--- config.mk ---
export PLATFORM = sky130hd
export DESIGN_NAME = sar_adc_parallel_control
export DESIGN_NICKNAME = d
export VERILOG_FILES = /design/src/sar_adc_pkg.sv /design/src/sar_adc_parallel_control.sv
export SDC_FILE = /design/constraint.sdc
export NUM_CORES = 1
export LEC_CHECK = 0
export BUFFER_PORTS_ARGS = -buffer_cell sky130_fd_sc_hd__buf_2
export CAP_MARGIN = 25
export CORE_MARGIN = 8
export CORE_UTILIZATION = 30
export DETAILED_ROUTE_END_ITERATION = 7
export HOLD_SLACK_MARGIN = 0.08
export PLACE_DENSITY = 0.55
export RECOVER_POWER = 100
export REMOVE_ABC_BUFFERS = 1
export SLEW_MARGIN = 10
export SYNTH_ARGS = -nofsm -noshare
export SYNTH_HDL_FRONTEND = slang
export SYNTH_SLANG_ARGS = --single-unit
--- constraint.sdc ---
create_clock -name mclk -period 2 [get_ports mclk]
set_input_delay 0 -clock mclk [delete_from_list [all_inputs] [get_ports mclk]]
set_output_delay 0 -clock mclk [all_outputs]
set_load 0.005 [all_outputs]
--- src/sar_adc_pkg.sv ---
// Package for the successive approximation converter control block.
// Assumes a single 100 MHz clock domain; no other files needed.
package sar_adc_pkg;

  localparam int RESULT_WIDTH = 14;
  localparam int CLK_PERIOD_NS = 10;
  // Internal bit-decision step time
  localparam int BIT_STEP_NS = 60;
  localparam int BIT_STEP_CYCLES = (BIT_STEP_NS + CLK_PERIOD_NS - 1) / CLK_PERIOD_NS;
  localparam int STEP_CNT_WIDTH = 4;
  localparam int BIT_IDX_WIDTH = 4;
  // Minimum acquire interval the host keeps
  localparam int ACQ_MIN_NS = 200;
  localparam logic [STEP_CNT_WIDTH-1:0] STEP_LAST =
    STEP_CNT_WIDTH'(BIT_STEP_CYCLES - 1);
  localparam logic [STEP_CNT_WIDTH-1:0] STEP_ZERO = 4'h0;
  localparam logic [BIT_IDX_WIDTH-1:0] MSB_INDEX = BIT_IDX_WIDTH'(RESULT_WIDTH - 1);
  localparam logic [BIT_IDX_WIDTH-1:0] LSB_INDEX = 4'h0;
  localparam logic [RESULT_WIDTH-1:0] WORD_ZERO = 14'h0000;

  typedef enum logic [1:0] {
    CONV_IDLE = 2'b00,
    CONV_RUN = 2'b01,
    CONV_LOAD = 2'b11
  } conv_state_t;

  typedef enum logic [1:0] {
    PWR_ACTIVE = 2'b00,
    PWR_NAP = 2'b01,
    PWR_SLEEP = 2'b11
  } power_mode_t;

  // Host-side strobes, all active low
  typedef struct packed {
    logic chipSelect_n;
    logic sampleStart_n;
    logic read_n;
    logic powerDownRequest_n;
  } host_ctrl_t;

  // Three-state result pins
  typedef struct packed {
    logic [RESULT_WIDTH-1:0] data;
    logic outputEnable;
  } result_pins_t;

  // Whole module state
  typedef struct packed {
    host_ctrl_t sync1;
    host_ctrl_t sync2;
    host_ctrl_t prev;
    conv_state_t convState;
    power_mode_t powerMode;
    logic [STEP_CNT_WIDTH-1:0] stepCount;
    logic [BIT_IDX_WIDTH-1:0] bitIndex;
    logic [RESULT_WIDTH-1:0] approximationRegister;
    logic [RESULT_WIDTH-1:0] outputLatch;
    logic busy_n;
    logic outputEnable;
    logic sampleRequest;
  } adc_state_t;

endpackage : sar_adc_pkg

--- src/sar_adc_parallel_control.sv ---
// Control logic of a 14-bit successive approximation converter with parallel port.
// Assumes host strobes are asynchronous pins; comparator decision arrives on mclk.
`timescale 1ns/1ps

// Functional notes
// - Power-down request low enters shutdown
// - Select level chooses nap or sleep
// - Start and read ignored unless selected
// - Selected start falling edge begins conversion
// - Outputs driven only with read, select low
// - Busy low throughout conversion
// - Result latched before busy rises
// - Result is parallel three-state word
// - Approximation register cleared at conversion start
// - Start edges ignored during conversion
// - One bit per step, MSB first
// - Finished word copied to output latches
// - Bit steps timed by internal clock
// - Result is straight binary code
module sar_adc_parallel_control #(
  parameter int RESULT_BITS = sar_adc_pkg::RESULT_WIDTH
) (
  input wire logic mclk,
  input wire logic rst,
  input wire sar_adc_pkg::host_ctrl_t hostCtrl,
  input wire logic compareHigh,
  output sar_adc_pkg::result_pins_t resultBus,
  output logic busy_n,
  output sar_adc_pkg::power_mode_t powerMode,
  output logic sampleHold,
  output logic [RESULT_BITS-1:0] dacCode
);
  import sar_adc_pkg::*;

  adc_state_t cur;
  adc_state_t nxt;

  // ************************************************************
  // Next-state logic
  // ************************************************************
  function automatic logic selected(input host_ctrl_t c);
    selected = !c.chipSelect_n;
  endfunction : selected

  always_comb begin
    logic startEdge;
    logic stepDone;
    startEdge = 1'b0;
    stepDone = 1'b0;
    nxt = cur;
    nxt.sync1 = hostCtrl;
    nxt.sync2 = cur.sync1;
    nxt.prev = cur.sync2;
    nxt.sampleRequest = 1'b0;

    // Shutdown entry and select-based mode pick
    if (cur.sync2.powerDownRequest_n) begin
      nxt.powerMode = PWR_ACTIVE;
    end else if (cur.prev.powerDownRequest_n) begin
      nxt.powerMode = selected(cur.sync2) ? PWR_NAP : PWR_SLEEP;
    end

    // Falling start edge while selected and awake
    startEdge = selected(cur.sync2) && cur.prev.sampleStart_n &&
      !cur.sync2.sampleStart_n && (cur.powerMode == PWR_ACTIVE);

    // Bit step ends when the step counter reaches STEP_LAST
    stepDone = (cur.stepCount == STEP_LAST);

    case (cur.convState)
      CONV_IDLE: begin
        if (startEdge) begin
          nxt.convState = CONV_RUN;
          nxt.approximationRegister = WORD_ZERO;
          nxt.approximationRegister[MSB_INDEX] = 1'b1;
          nxt.bitIndex = MSB_INDEX;
          nxt.stepCount = STEP_ZERO;
          nxt.busy_n = 1'b0;
          nxt.sampleRequest = 1'b1;
        end
      end
      CONV_RUN: begin
        // Further start edges are not looked at here
        nxt.stepCount = cur.stepCount + 1'b1;
        if (stepDone) begin
          nxt.stepCount = STEP_ZERO;
          // Keep or drop the trial bit, then try the next lower one
          nxt.approximationRegister[cur.bitIndex] = compareHigh;
          if (cur.bitIndex == LSB_INDEX) begin
            nxt.convState = CONV_LOAD;
            // Latch a cycle ahead of busy rising
            nxt.outputLatch = nxt.approximationRegister;
          end else begin
            nxt.bitIndex = cur.bitIndex - 1'b1;
            nxt.approximationRegister[cur.bitIndex - 1'b1] = 1'b1;
          end
        end
      end
      CONV_LOAD: begin
        // Latch already holds the word; busy rises now
        nxt.convState = CONV_IDLE;
        nxt.busy_n = 1'b1;
      end
      default: begin
        nxt.convState = CONV_IDLE;
        nxt.busy_n = 1'b1;
      end
    endcase

    // Drivers on only while read and select are low
    nxt.outputEnable = selected(cur.sync2) && !cur.sync2.read_n;
  end

  // ************************************************************
  // State register
  // ************************************************************
  always_ff @(posedge mclk or posedge rst) begin
    if (rst) begin
      cur <= '{sync1: '1, sync2: '1, prev: '1, convState: CONV_IDLE,
               powerMode: PWR_ACTIVE, stepCount: STEP_ZERO, bitIndex: LSB_INDEX,
               approximationRegister: WORD_ZERO, outputLatch: WORD_ZERO,
               busy_n: 1'b1, outputEnable: 1'b0, sampleRequest: 1'b0};
    end else begin
      cur <= nxt;
    end
  end

  // ************************************************************
  // Outputs
  // ************************************************************
  // Latch held until the next conversion completes
  assign resultBus.data = cur.outputLatch;
  assign resultBus.outputEnable = cur.outputEnable;
  assign busy_n = cur.busy_n;
  assign powerMode = cur.powerMode;
  assign sampleHold = cur.sampleRequest;
  assign dacCode = cur.approximationRegister;

endmodule : sar_adc_parallel_control

==> out/summary.txt <==
Synth cell types -> 46
Int Power -> 2.42 mW
Clock Sinks -> 53
Max Cap Violations -> 0
Htree depth -> 2
Flop pwr share -> 45.6%
Measured slew at the worst slew-check pin -> 0.774 ns
Largest area contributor in the netlist -> dfrtp_1
Via count -> 1727
WL final -> 5.16 mm
CTS tree -> built
Synthesized instance count -> 231
Power per cell area -> 1320 nW/µm²
Syn-to-layout area delta -> 11.7%
Switching Fraction -> 35.3%
Per-cell routed wire length -> 14.3 µm
FF-to-FF path depth -> 5
Place WS -> -0.0293 ns
Die Wd -> 108 µm
Top cell type's share of synthesized area -> 41.4%
Register area share after synthesis -> 52.8%
DIE AREA -> 11700 µm²
Top FF cell, synth -> dfrtp_1
RR Endpoint -> dacCode[1]
Worst r2r src -> cur[45]
Netlist area before placement -> 2540 µm²
Initial Util -> 30.9%
Router iterations before antenna repair -> 4
Largest net degree at the start of global routing -> 22
Clock Power Share -> 20.0%
Status -> complete, no violations
Clock transition at path regs -> 0.09 ns
Tcrit/Tclk final -> 98.8%
CP Capture Type -> flop
Clk buf depth -> 2
RSZ-0062 raised after global routing -> true
FP Rows -> 33
Layout cells sized above 1 -> 25.8%
CP max FO -> 6
Most frequent cells after synthesis -> dfrtp_1, buf_4, nor2_1
Hold Crit Class -> in2reg
Ranking of synthesized cells by area -> dfrtp_1, dfstp_2, buf_4
Io pins -> 40
DRC viols -> 0
DRT antenna net count -> 0
VDD IR-drop max -> 0.502 mV
Synth Area per Inst -> 11.0 µm²
Comb power frac -> 34.4%
Die Y -> 108 µm
WP data arrival -> 2.16 ns
Final setup TNS -> 0 ns
NetSw -> 1.32 mW
Ant diodes -> 0
CP Data Required Time -> 2.18 ns
Post-synth ARST share -> 100%
Final WS setup -> 0.0231 ns
Final nets -> 264
Most common cell in the netlist -> dfrtp_1
Reg2reg setup slack -> 0.02 ns
Core area -> 8220 µm²
Latest clock arrival within the worst-skew pair -> 0.30 ns
First-pass GRT wire length -> 8.39 mm
Crit start category -> flop
Hold Crit Depth -> 2
Synth Register Bits -> 53
Initial antenna violation count -> 0
Endpoints failing setup -> 0
Hold Path End -> cur[52]
Clock Tree Root -> clkbuf_8
Max Fclk -> 506 MHz
Lkg Pwr -> 1.36 nW
Vias in the first global route -> 1722
Post-CTS Setup Inserts -> 0
Fin util -> 34.5%
Kind of critical path -> reg2reg
HPWL Detailed -> 3.61 mm
Vias per inst -> 4.78
Post-synth EDFFs -> 0
Final Hold Viols -> 0
Max-Slew Margin vs Limit -> 48.3%
Worst Skew -> 0.0122 ns
Hold_sp -> hostCtrl[1]
Final GP Congestion -> 0.729
Iteration-0 DRC Markers -> 34
Total grt overflow -> 0
Tmin final -> 1.98 ns
Port bufs -> 39
Max-slew violations -> 0
Cts bufs inserted -> 5
Fillers -> 835
Syn. warnings -> 0
GRT Resource Usage Total -> 8.82%
## power by group through the flow
stage               sequential [mW]  combinational [mW]  clock (mW)
floorplan                      1.72               0.780           0
global placement               1.72                1.30           0
detailed placement             1.73                1.32           0
CTS                            1.71                1.34       0.781
global route                   1.77                1.45       0.815
finish                         1.71                1.29       0.751
## worst max-delay path, stage by stage (launching register included)
cell and delay (ns):
dfstp_2 0.52, or4b_4 0.46, or4_4 0.45, clkinv_4 0.09, nor2_4 0.05, a211o_1 0.29
## routing by layer
metal / wire (µm) / GRT usage [%]
met5: 0 / 0
met4: 46 / 2.58
met3: 303 / 2.97
met2: 2550 / 14.5
met1: 2260 / 10.7
## placed cells by master, fill, tap and decap left out, types with 4 or more instances in the layout
cell type / Yosys / final
a21o_1: 8 / 8
a22o_1: 4 / 4
buf_2: 0 / 19
buf_4: 31 / 10
clkbuf_1: 10 / 22
clkbuf_8: 0 / 6
dfrtp_1: 42 / 42
dfstp_2: 11 / 11
dlygate4sd3_1: 0 / 6
inv_1: 7 / 7
mux2_2: 8 / 8
mux2i_1: 4 / 4
nand2_1: 14 / 14
nand3_1: 4 / 4
nand3b_1: 4 / 4
nor2_1: 17 / 17
o211ai_1: 6 / 6
o21ai_0: 9 / 9
o22ai_1: 5 / 5
## final cells by class
class                   instances  area [µm²]  share of cell area (%)
flip-flops and latches         53        1340                    47.3
multi-input cells             129         892                    31.5
repair buffers                 58         319                    11.3
well taps                     105         131                    4.64
clock buffers                   7        86.3                    3.05
inverters                       8        35.0                    1.24
clock inverters                 1        30.0                    1.06
## metrics by stage
stage	instances	hold WS (ns)	cell area, µm²	total power, mW
after floorplan	189	0.00448	2260	2.50
after global placement	346	0.0325	2680	3.02
after detailed placement	346	0.0378	2680	3.05
after CTS	360	0.247	2860	3.83
after global routing	361	0.324	2830	4.03
final	361	0.340	2830	3.75
## flip-flops by register name (all words and copies together) (netlist names)
signal,count
powerMode,2
resultBus,15
cur,20
busy_n,1
sampleHold,1
dacCode,14
## worst max path at each step
stage             from    endpoint  slack, ns
4_1_cts        cur[45]  dacCode[1]     -0.006
6_report       cur[45]  dacCode[1]       0.02
3_3_place_gp   cur[45]  dacCode[5]     0.0007
3_5_place_dp   cur[45]  dacCode[1]      -0.03
5_1_grt        cur[45]  dacCode[1]      -0.04
2_1_floorplan  cur[45]  dacCode[1]       0.03
## cell families (layout without fill, tap and decap cells)
kind of cell | Yosys count | in the layout | share of synthesized area (%)
buffers and inverters | 50 | 74 | 12.5
multiplexers | 15 | 15 | 6.46
AO/OA/AOI/OAI | 49 | 49 | 14.0
AND/OR/NAND/NOR | 62 | 63 | 13.3
adder cells (fa/ha/maj) | 2 | 2 | 0.986
flip-flops | 53 | 53 | 52.8
## what timing repair did
item,CTS,global route
pin swaps,0,0
cloned,0,1
hold buffers,6,0
resized for setup,1,0
hold endpoints to repair,24,0
endpoints found under the setup margin,2,3
No activity file was read; power rests on OpenSTA's default activity.
